### config.mk
export PLATFORM = sky130hd
export DESIGN_NAME = mux_input_word
export DESIGN_NICKNAME = d
export VERILOG_FILES = /design/src/mux_word_pkg.sv /design/src/reg_access_if.sv /design/src/mux_input_word.sv /design/src/ptr_word_enc.sv /design/src/wb_reg_slave.sv
export SDC_FILE = /design/constraint.sdc
export NUM_CORES = 1
export LEC_CHECK = 0
export BUFFER_PORTS_ARGS = -buffer_cell sky130_fd_sc_hd__buf_2
export CORE_UTILIZATION = 55
export CTS_CLUSTER_DIAMETER = 100
export DETAILED_ROUTE_END_ITERATION = 12
export HOLD_SLACK_MARGIN = 0.1
export MAX_ROUTING_LAYER = met4
export PLACE_DENSITY = 0.72
export SYNTH_ARGS = -nofsm -noshare
export SYNTH_HDL_FRONTEND = slang
export SYNTH_SLANG_ARGS = --single-unit
### constraint.sdc
create_clock -name ref_clk_i -period 8 [get_ports ref_clk_i]
set_input_delay 2.4 -clock ref_clk_i [delete_from_list [all_inputs] [get_ports ref_clk_i]]
set_output_delay 2.4 -clock ref_clk_i [all_outputs]
set_load 0.01 [all_outputs]
### src/mux_word_pkg.sv
// Constants shared by the multiplexed analog input word design
package mux_word_pkg;
	// ----------------------------------------
	// Word layout
	// ----------------------------------------
	localparam int NUM_CH = 4;
	localparam int CH_W = 2;
	localparam int DATA_W = 12;
	localparam int WORD_W = 16;
	localparam int DATA_LSB = 0;
	localparam int SEL_LO_BIT = 12;
	localparam int SEL_HI_BIT = 13;
	localparam int BUSY_BIT = 14;
	localparam int SIGN_BIT = 15;
	localparam logic [WORD_W-1:0] PTR_FAULT_WORD = 16'h8000;
	localparam int PTR_NEG_BIT = 15;
	// ----------------------------------------
	// Register map (byte addresses)
	// ----------------------------------------
	localparam int ADR_W = 8;
	localparam logic [ADR_W-1:0] ADR_CTRL = 8'h00;
	localparam logic [ADR_W-1:0] ADR_DIV = 8'h04;
	localparam logic [ADR_W-1:0] ADR_WORD = 8'h08;
	localparam logic [ADR_W-1:0] ADR_STAT = 8'h0C;
	localparam logic [ADR_W-1:0] ADR_MASK = 8'h10;
	localparam logic [ADR_W-1:0] ADR_PTR0 = 8'h14;
	localparam int ADR_PTR_STEP = 4;
	// ----------------------------------------
	// Register fields and reset values
	// ----------------------------------------
	localparam int CTRL_EN = 0;
	localparam int CTRL_BIPOLAR = 1;
	localparam int CTRL_CNT_LSB = 4;
	localparam int CTRL_W = 6;
	localparam logic [CTRL_W-1:0] CTRL_RST = 6'h30;
	localparam int DIV_W = 16;
	localparam logic [DIV_W-1:0] DIV_RST = 16'h0064;
	localparam int IRQ_UPDATE = 0;
	localparam int IRQ_FAULT = 1;
	localparam int IRQ_SWEEP = 2;
	localparam int IRQ_W = 3;
	localparam logic [IRQ_W-1:0] MASK_RST = 3'h0;
	// ----------------------------------------
	// Scan sequencer states
	// ----------------------------------------
	typedef enum logic [2:0] {
		ST_IDLE = 3'b001,
		ST_BUSY = 3'b010,
		ST_SHOW = 3'b100
	} scan_state_e;
endpackage

### src/reg_access_if.sv
// Register access carrier between bus slave and register file
`timescale 1ns/1ps
`default_nettype none
interface reg_access_if;
	logic req;
	logic we;
	logic [7:0] addr;
	logic [31:0] wdata;
	logic [3:0] sel;
	logic [31:0] rdata;
	modport bus (output req, output we, output addr, output wdata, output sel, input rdata);
	modport regs (input req, input we, input addr, input wdata, input sel, output rdata);
endinterface
`default_nettype wire

### src/mux_input_word.sv
// Multiplexed four-channel analog input word with pointer-transfer words
//
// What this block does
// - All channel conversions share one data word, one channel at a time.
// - The word is presented as sixteen discrete input points.
// - Not busy with both select bits clear means the word holds channel 1.
// - Not busy, low select set, high select clear means channel 2 data.
// - Bipolar multiplexed mode: top point set for negative, clear for positive.
// - Bipolar magnitude runs 0 to 4095 both ways; sign carried separately.
// - Analog circuit failure shows as data zero with the top point set.
// - Pointer transfer returns 8000 when the analog circuitry has failed.
// - Multiplexed data is plain binary in the low twelve bits.
// - Pointer transfer delivers values in BCD form.
// - In bipolar mode, pointer transfer flags negative values with the BCD word's top bit.
//
// The implementer's own choices: the placing of the registers and the Wishbone register port.
`timescale 1ns/1ps
`default_nettype none
module mux_input_word
	import mux_word_pkg::*;
(
	// Clock and reset
	input wire logic ref_clk_i,
	input wire logic rst_n_i,
	// Wishbone register bus
	input wire logic wb_cyc_i,
	input wire logic wb_stb_i,
	input wire logic wb_we_i,
	input wire logic [7:0] wb_adr_i,
	input wire logic [31:0] wb_dat_i,
	input wire logic [3:0] wb_sel_i,
	output logic [31:0] wb_dat_o,
	output logic wb_ack_o,
	// Conversion results from the converter logic
	input wire logic conv_valid_i,
	input wire logic [1:0] conv_chan_i,
	input wire logic [11:0] conv_mag_i,
	input wire logic conv_neg_i,
	input wire logic analog_fail_i,
	// Sixteen input points toward the host
	output logic [15:0] in_word_o,
	output logic channel_select_low_o,
	output logic channel_select_high_o,
	output logic sign_fault_point_o,
	// Interrupt
	output logic irq_o
);
	// ------------------------------------------------------------
	// Helpers
	// ------------------------------------------------------------
	function automatic logic [31:0] merge_bytes(input logic [31:0] old_v,
		input logic [31:0] new_v, input logic [3:0] sel);
		logic [31:0] r;
		r = old_v;
		for (int b = 0; b < 4; b++) begin
			if (sel[b]) begin
				r[8*b +: 8] = new_v[8*b +: 8];
			end
		end
		return r;
	endfunction

	function automatic logic [CH_W-1:0] next_chan(input logic [CH_W-1:0] cur,
		input logic [CH_W-1:0] last);
		return (cur >= last) ? {CH_W{1'b0}} : cur + {{(CH_W-1){1'b0}}, 1'b1};
	endfunction

	// ------------------------------------------------------------
	// Bus front end
	// ------------------------------------------------------------
	reg_access_if acc ();

	wb_reg_slave u_slave (
		.ref_clk_i(ref_clk_i),
		.rst_n_i(rst_n_i),
		.wb_cyc_i(wb_cyc_i),
		.wb_stb_i(wb_stb_i),
		.wb_we_i(wb_we_i),
		.wb_adr_i(wb_adr_i),
		.wb_dat_i(wb_dat_i),
		.wb_sel_i(wb_sel_i),
		.wb_dat_o(wb_dat_o),
		.wb_ack_o(wb_ack_o),
		.acc(acc)
	);

	// ------------------------------------------------------------
	// Registers and decode
	// ------------------------------------------------------------
	logic [CTRL_W-1:0] ctrl_q;
	logic [DIV_W-1:0] div_q;
	logic [IRQ_W-1:0] stat_q;
	logic [IRQ_W-1:0] stat_d;
	logic [IRQ_W-1:0] mask_q;

	wire wr = acc.req & acc.we;
	wire rd = acc.req & ~acc.we;
	wire hit_ctrl = acc.addr == ADR_CTRL;
	wire hit_div = acc.addr == ADR_DIV;
	wire hit_word = acc.addr == ADR_WORD;
	wire hit_stat = acc.addr == ADR_STAT;
	wire hit_mask = acc.addr == ADR_MASK;
	wire [ADR_W-1:0] ptr_off = acc.addr - ADR_PTR0;
	wire hit_ptr = (acc.addr >= ADR_PTR0) && (ptr_off < ADR_W'(NUM_CH * ADR_PTR_STEP)) &&
		((ptr_off % ADR_PTR_STEP) == 0);
	wire [CH_W-1:0] ptr_idx = CH_W'(ptr_off / ADR_PTR_STEP);

	wire enable = ctrl_q[CTRL_EN];
	wire bipolar = ctrl_q[CTRL_BIPOLAR];
	wire [CH_W-1:0] last_chan = ctrl_q[CTRL_CNT_LSB +: CH_W];

	wire [31:0] ctrl_merged = merge_bytes({{(32-CTRL_W){1'b0}}, ctrl_q}, acc.wdata, acc.sel);
	wire [31:0] div_merged = merge_bytes({{(32-DIV_W){1'b0}}, div_q}, acc.wdata, acc.sel);
	wire [31:0] mask_merged = merge_bytes({{(32-IRQ_W){1'b0}}, mask_q}, acc.wdata, acc.sel);

	always_ff @(posedge ref_clk_i or negedge rst_n_i) begin
		if (!rst_n_i) begin
			ctrl_q <= CTRL_RST;
			div_q <= DIV_RST;
			mask_q <= MASK_RST;
		end else if (wr) begin
			if (hit_ctrl) begin
				ctrl_q <= ctrl_merged[CTRL_W-1:0];
			end
			if (hit_div) begin
				div_q <= div_merged[DIV_W-1:0];
			end
			if (hit_mask) begin
				mask_q <= mask_merged[IRQ_W-1:0];
			end
		end
	end

	// ------------------------------------------------------------
	// Per-channel conversion store
	// ------------------------------------------------------------
	logic [DATA_W-1:0] mag_q [NUM_CH];
	logic [NUM_CH-1:0] neg_q;
	logic [NUM_CH-1:0] fresh_q;
	logic fail_meta_q;
	logic fail_q;
	logic [WORD_W-1:0] ptr_q [NUM_CH];
	logic [WORD_W-1:0] ptr_enc [NUM_CH];

	wire [NUM_CH-1:0] chan_mask = NUM_CH'((1 << (last_chan + 1)) - 1);
	wire sweep_done = ((fresh_q & chan_mask) == chan_mask);

	always_ff @(posedge ref_clk_i or negedge rst_n_i) begin
		if (!rst_n_i) begin
			for (int c = 0; c < NUM_CH; c++) begin
				mag_q[c] <= 12'h000;
			end
			neg_q <= '0;
			fresh_q <= '0;
			fail_meta_q <= 1'b0;
			fail_q <= 1'b0;
		end else begin
			// Failure level comes from the analog side: two stages
			fail_meta_q <= analog_fail_i;
			fail_q <= fail_meta_q;
			if (sweep_done) begin
				fresh_q <= '0;
			end
			if (conv_valid_i) begin
				mag_q[conv_chan_i] <= conv_mag_i;
				neg_q[conv_chan_i] <= conv_neg_i;
				// A conversion in the clearing cycle still counts
				fresh_q[conv_chan_i] <= 1'b1;
			end
		end
	end

	// ------------------------------------------------------------
	// Pointer-transfer words, one per channel
	// ------------------------------------------------------------
	for (genvar g = 0; g < NUM_CH; g++) begin : g_ptr
		ptr_word_enc u_enc (
			.mag_i(mag_q[g]),
			.neg_i(neg_q[g]),
			.fail_i(fail_q),
			.bipolar_i(bipolar),
			.word_o(ptr_enc[g])
		);
	end

	always_ff @(posedge ref_clk_i or negedge rst_n_i) begin
		if (!rst_n_i) begin
			for (int c = 0; c < NUM_CH; c++) begin
				ptr_q[c] <= 16'h0000;
			end
		end else begin
			for (int c = 0; c < NUM_CH; c++) begin
				ptr_q[c] <= ptr_enc[c];
			end
		end
	end

	// ------------------------------------------------------------
	// Scan rate divider
	// ------------------------------------------------------------
	logic [DIV_W-1:0] div_cnt_q;
	wire tick = enable && (div_cnt_q == '0);

	always_ff @(posedge ref_clk_i or negedge rst_n_i) begin
		if (!rst_n_i) begin
			div_cnt_q <= '0;
		end else if (!enable || tick) begin
			div_cnt_q <= div_q;
		end else begin
			div_cnt_q <= div_cnt_q - 1'b1;
		end
	end

	// ------------------------------------------------------------
	// Scan sequencer: busy while switching, then show one channel
	// ------------------------------------------------------------
	scan_state_e state_q;
	scan_state_e state_d;
	logic [CH_W-1:0] chan_q;
	logic [WORD_W-1:0] word_q;

	always_comb begin
		state_d = state_q;
		case (state_q)
			ST_IDLE: begin
				if (tick) begin
					state_d = ST_BUSY;
				end
			end
			ST_BUSY: begin
				if (!enable) begin
					state_d = ST_IDLE;
				end else if (tick) begin
					state_d = ST_SHOW;
				end
			end
			ST_SHOW: begin
				if (!enable) begin
					state_d = ST_IDLE;
				end else if (tick) begin
					state_d = ST_BUSY;
				end
			end
			default: begin
				state_d = ST_IDLE;
			end
		endcase
	end

	// Word fields for the channel about to be shown
	wire [CH_W-1:0] shown_chan = chan_q;
	wire shown_neg = bipolar & neg_q[shown_chan];
	wire [DATA_W-1:0] shown_data = fail_q ? {DATA_W{1'b0}} : mag_q[shown_chan];
	wire shown_top = fail_q | shown_neg;
	wire load_word = (state_q == ST_BUSY) && tick && enable;
	wire enter_busy = (state_d == ST_BUSY) && (state_q != ST_BUSY);

	always_ff @(posedge ref_clk_i or negedge rst_n_i) begin
		if (!rst_n_i) begin
			state_q <= ST_IDLE;
			chan_q <= '0;
			word_q <= 16'h0000;
		end else begin
			state_q <= state_d;
			if (!enable) begin
				chan_q <= '0;
			end else if (enter_busy && state_q == ST_SHOW) begin
				chan_q <= next_chan(chan_q, last_chan);
			end
			if (enter_busy) begin
				word_q[BUSY_BIT] <= 1'b1;
			end else if (load_word) begin
				word_q[DATA_LSB +: DATA_W] <= shown_data;
				word_q[SEL_LO_BIT] <= shown_chan[0];
				word_q[SEL_HI_BIT] <= shown_chan[1];
				word_q[BUSY_BIT] <= 1'b0;
				word_q[SIGN_BIT] <= shown_top;
			end else if (state_q == ST_IDLE) begin
				word_q[BUSY_BIT] <= 1'b0;
			end
		end
	end

	// Sixteen input points; select bits copied straight from the word, not qualified by busy
	assign in_word_o = word_q;
	assign channel_select_low_o = word_q[SEL_LO_BIT];
	assign channel_select_high_o = word_q[SEL_HI_BIT];
	assign sign_fault_point_o = word_q[SIGN_BIT];

	// ------------------------------------------------------------
	// Interrupt status: read clears, a new event wins
	// ------------------------------------------------------------
	logic fail_seen_q;
	wire fail_rise = fail_q & ~fail_seen_q;
	wire [IRQ_W-1:0] events = {sweep_done, fail_rise, load_word};
	wire stat_rd = rd & hit_stat;

	assign stat_d = (stat_rd ? {IRQ_W{1'b0}} : stat_q) | events;

	always_ff @(posedge ref_clk_i or negedge rst_n_i) begin
		if (!rst_n_i) begin
			stat_q <= '0;
			fail_seen_q <= 1'b0;
		end else begin
			stat_q <= stat_d;
			fail_seen_q <= fail_q;
		end
	end

	assign irq_o = |(stat_q & mask_q);

	// ------------------------------------------------------------
	// Read data selection
	// ------------------------------------------------------------
	wire [31:0] rd_ctrl = {{(32-CTRL_W){1'b0}}, ctrl_q};
	wire [31:0] rd_div = {{(32-DIV_W){1'b0}}, div_q};
	wire [31:0] rd_word = {{(32-WORD_W){1'b0}}, word_q};
	wire [31:0] rd_stat = {{(32-IRQ_W){1'b0}}, stat_q};
	wire [31:0] rd_mask = {{(32-IRQ_W){1'b0}}, mask_q};
	wire [31:0] rd_ptr = {{(32-WORD_W){1'b0}}, ptr_q[ptr_idx]};

	assign acc.rdata = hit_ctrl ? rd_ctrl :
		hit_div ? rd_div :
		hit_word ? rd_word :
		hit_stat ? rd_stat :
		hit_mask ? rd_mask :
		hit_ptr ? rd_ptr : 32'h0000_0000;
endmodule
`default_nettype wire

### src/ptr_word_enc.sv
// Pointer-transfer word encoder: BCD magnitude with sign or fault flag
`timescale 1ns/1ps
`default_nettype none
module ptr_word_enc
	import mux_word_pkg::*;
(
	input wire logic [DATA_W-1:0] mag_i,
	input wire logic neg_i,
	input wire logic fail_i,
	input wire logic bipolar_i,
	output logic [WORD_W-1:0] word_o
);
	function automatic logic [WORD_W-1:0] to_bcd(input logic [DATA_W-1:0] bin);
		logic [WORD_W+DATA_W-1:0] sh;
		sh = {{WORD_W{1'b0}}, bin};
		for (int i = 0; i < DATA_W; i++) begin
			for (int d = 0; d < 4; d++) begin
				if (sh[DATA_W+4*d +: 4] > 4'h4) begin
					sh[DATA_W+4*d +: 4] = sh[DATA_W+4*d +: 4] + 4'h3;
				end
			end
			sh = sh << 1;
		end
		return sh[DATA_W +: WORD_W];
	endfunction

	logic [WORD_W-1:0] bcd;
	assign bcd = to_bcd(mag_i);
	assign word_o = fail_i ? PTR_FAULT_WORD :
		(bipolar_i && neg_i) ? (bcd | PTR_FAULT_WORD) : bcd;
endmodule
`default_nettype wire

### src/wb_reg_slave.sv
// Classic Wishbone slave front end, one wait state
`timescale 1ns/1ps
`default_nettype none
module wb_reg_slave (
	// Clock and reset
	input wire logic ref_clk_i,
	input wire logic rst_n_i,
	// Wishbone
	input wire logic wb_cyc_i,
	input wire logic wb_stb_i,
	input wire logic wb_we_i,
	input wire logic [7:0] wb_adr_i,
	input wire logic [31:0] wb_dat_i,
	input wire logic [3:0] wb_sel_i,
	output logic [31:0] wb_dat_o,
	output logic wb_ack_o,
	// Register side
	reg_access_if.bus acc
);
	logic ack_q;
	logic [31:0] dat_q;

	// Request taken once per cycle, blocked while ack is out
	assign acc.req = wb_cyc_i & wb_stb_i & ~ack_q;
	assign acc.we = wb_we_i;
	assign acc.addr = wb_adr_i;
	assign acc.wdata = wb_dat_i;
	assign acc.sel = wb_sel_i;
	assign wb_ack_o = ack_q;
	assign wb_dat_o = dat_q;

	always_ff @(posedge ref_clk_i or negedge rst_n_i) begin
		if (!rst_n_i) begin
			ack_q <= 1'b0;
			dat_q <= 32'h0000_0000;
		end else begin
			ack_q <= acc.req;
			if (acc.req) begin
				dat_q <= acc.we ? 32'h0000_0000 : acc.rdata;
			end
		end
	end
endmodule
`default_nettype wire

==> flow_summary.json <==
{
  "status": "finished clean",
  "ys_seq_area_frac": 0.264,
  "fin_crit_sh": 0.936,
  "ys_ff_latch": 205,
  "grt_pass1_vias": 16600,
  "cts_tree": "built",
  "drc": 0,
  "pin_count": 119,
  "area_delta_synth_final_pct": 8.61,
  "crit_path_max_fanout": 13,
  "dp_hpwl_um": 39500,
  "clk_latency_ns": 0.54,
  "synth_cells": 2279,
  "nNetsFinal": 2461,
  "drt_iter0_drc": 1709,
  "wl_um": 53500,
  "worstPathArrival_ns": 7.94,
  "routedWlPerCell_um": 19.3,
  "synth_edf_count": 0,
  "ctsHoldBuffers": 0,
  "cts_buffers": 23,
  "gr-total-overflow": 0,
  "cts_root_buf": "clkbuf_16",
  "num-fill-cells": 2977,
  "die_h_um": 190,
  "ys_types": 132,
  "critPathSlowestCell": "o31ai_2",
  "port_buffers": 84,
  "drive_gt1_frac": 0.182,
  "core_area_um2": 34700,
  "synth_ff_type": "dfrtp_1",
  "viasPerCell": 6.51,
  "synthArstFlopShare": 1.00,
  "antenna_found_initial": 2,
  "min_path_type": "flip-flop to flip-flop",
  "die_x_um": 190,
  "stdcell_area_um2": 21200,
  "grt_max_degree": 88,
  "grt_pass1_wl_um": 85800,
  "cpPeakStageDelay_ns": 0.47,
  "setup_violations": 0,
  "h-tree-depth": 1,
  "vias": 18000,
  "fmax_ghz": 0.134,
  "std_cell_rows": 68,
  "slew_violations": 0,
  "cts_buffer_depth": 3,
  "critPathCaptureType": "flip-flop",
  "clock_skew_ns": 0.0239,
  "firstDrtPassIters": 6,
  "crit_type": "flip-flop to flip-flop",
  "clock_sinks": 205,
  "dieArea_um2": 36200,
  "crit_required_ns": 8.46,
  "final_common_cell": "nand2_1",
  "holdWs_ns": 0.357,
  "ys_warn_count": 0,
  "layout_common_cells": "223 x nand2_1, 197 x dfrtp_1, 157 x nor2_1",
  "cp-start-kind": "flip-flop",
  "slew-limit-headroom": 0.294,
  "finalHoldViolCount": 0,
  "fin_crit_ns": 7.49,
  "synth_area_per_cell_um2": 8.55,
  "gp_congestion": 0.917,
  "tns_ns": 0,
  "worst-slew-pin-transition_ns": 1.06,
  "initial_core_util": 0.561,
  "postPlaceCellArea_um2": 20100,
  "grt_use_total": 0.300,
  "final_antenna_net_count": 0,
  "clkTransAtPathRegs_ns": 0.06,
  "netlist_area_um2": 19500,
  "drv_cap": 0
}
## worst max-delay path, delay by kind of cell (launching register included)
kind	cells	cell delay [ns]
buf+inv	5	0.55
fa+ha+maj	6	1.47
mux	3	0.84
xor+xnor	1	0.22
simple gates	4	0.57
compound gates	13	3.38
flops	1	0.37
## registers in the layout (all words and copies together) (netlist names), 3 cells and up
name and cells:
ptr_q 64, mag_q 48, div_cnt_q 16, div_q 16, in_word_o 16, u_slave.wb_dat_o 16, ctrl_q 6, fresh_q 4
neg_q 4, mask_q 3, stat_q 3, state_q 3
## cells in the mapped netlist, drive strengths merged, types with 30 or more instances
master	n	area (µm²)
o211ai	30	235
nand3	61	310
buf	63	379
nor3	75	390
mux2	104	1170
dfrtp	199	4980
mux2i	39	394
mux4	30	676
nor2	161	612
ha	104	1300
clkbuf	94	354
nand2	224	848
nor2b	36	225
a21oi	113	584
o21ai	162	818
inv	98	368
a211oi	36	303
xnor2	54	514
## area by class of cell
| cell class | instances | area (µm²) | share of cell area |
|---|---|---|---|
| Antenna cell | 2 | 5.00 | 0.000237 |
| Clock buffer | 30 | 622 | 0.0294 |
| Clock inverter | 12 | 161 | 0.00763 |
| Inverter | 100 | 375 | 0.0177 |
| Multi-Input combinational cell | 1832 | 13500 | 0.639 |
| Sequential cell | 205 | 5140 | 0.243 |
| Tap cell | 455 | 569 | 0.0269 |
| Timing Repair Buffer | 129 | 767 | 0.0363 |
## path summary, 6_finish.rpt
| check | end | from | cells after the start | slack (ns) |
|---|---|---|---|---|
| setup / recovery | ptr_q[6] | mag_q[9] | 32 | 0.51 |
| hold / removal | fail_q | fail_meta_q | 0 | 0.36 |
| setup reg to reg | ptr_q[6] | mag_q[9] | 32 | 0.51 |
| hold reg to reg | fail_q | fail_meta_q | 0 | 0.36 |
| max in group asynchronous | mag_q[33] | rst_n_i | 2 | 4.56 |
| min in group asynchronous | ptr_q[15] | rst_n_i | 1 | 1.89 |
## cells by family (layout without fill, tap and decap cells)
logic type               Yosys count  count (layout)  share of synthesized area
multiplexers                     173             173                      0.115
other                              1              18                   0.000193
adder cells (fa/ha/maj)          107             107                     0.0684
buffers and inverters            257             271                     0.0569
AO/OA/AOI/OAI                    686             686                      0.256
XOR/XNOR                          79              79                     0.0402
flip-flops                       205             205                      0.264
AND/OR/NAND/NOR                  771             771                      0.200
## per-layer routing
| metal | GRT usage | wire length, µm | vias to the layer above | share of wire |
|---|---|---|---|---|
| met1 | 0.400 | 23600 | 8759 | 0.44 |
| li1 | - | - | 8532 | - |
| met5 | - | 0 | - | 0 |
| met4 | 0.102 | 1830 | 0 | 0.034 |
| met3 | 0.0422 | 3430 | 105 | 0.064 |
| met2 | 0.466 | 24600 | 595 | 0.46 |
## through the flow
step	cells	util	setup slack, ns
after floorplan	2294	-	0.881
after global placement	2716	0.579	0.398
after detailed placement	2716	0.579	0.0804
after CTS	2758	0.602	0.0643
after global routing	2764	0.609	-0.0213
final	2765	0.609	0.512
## timing repair
item | in CTS | in global routing
resized for setup | 0 | 44
endpoints found under the setup margin | 0 | 25
buffers inserted | 0 | 5
Power is left out: the tool's default activity adds up to more than one toggle a clock period on the data nets, which glitch-free logic cannot reach.
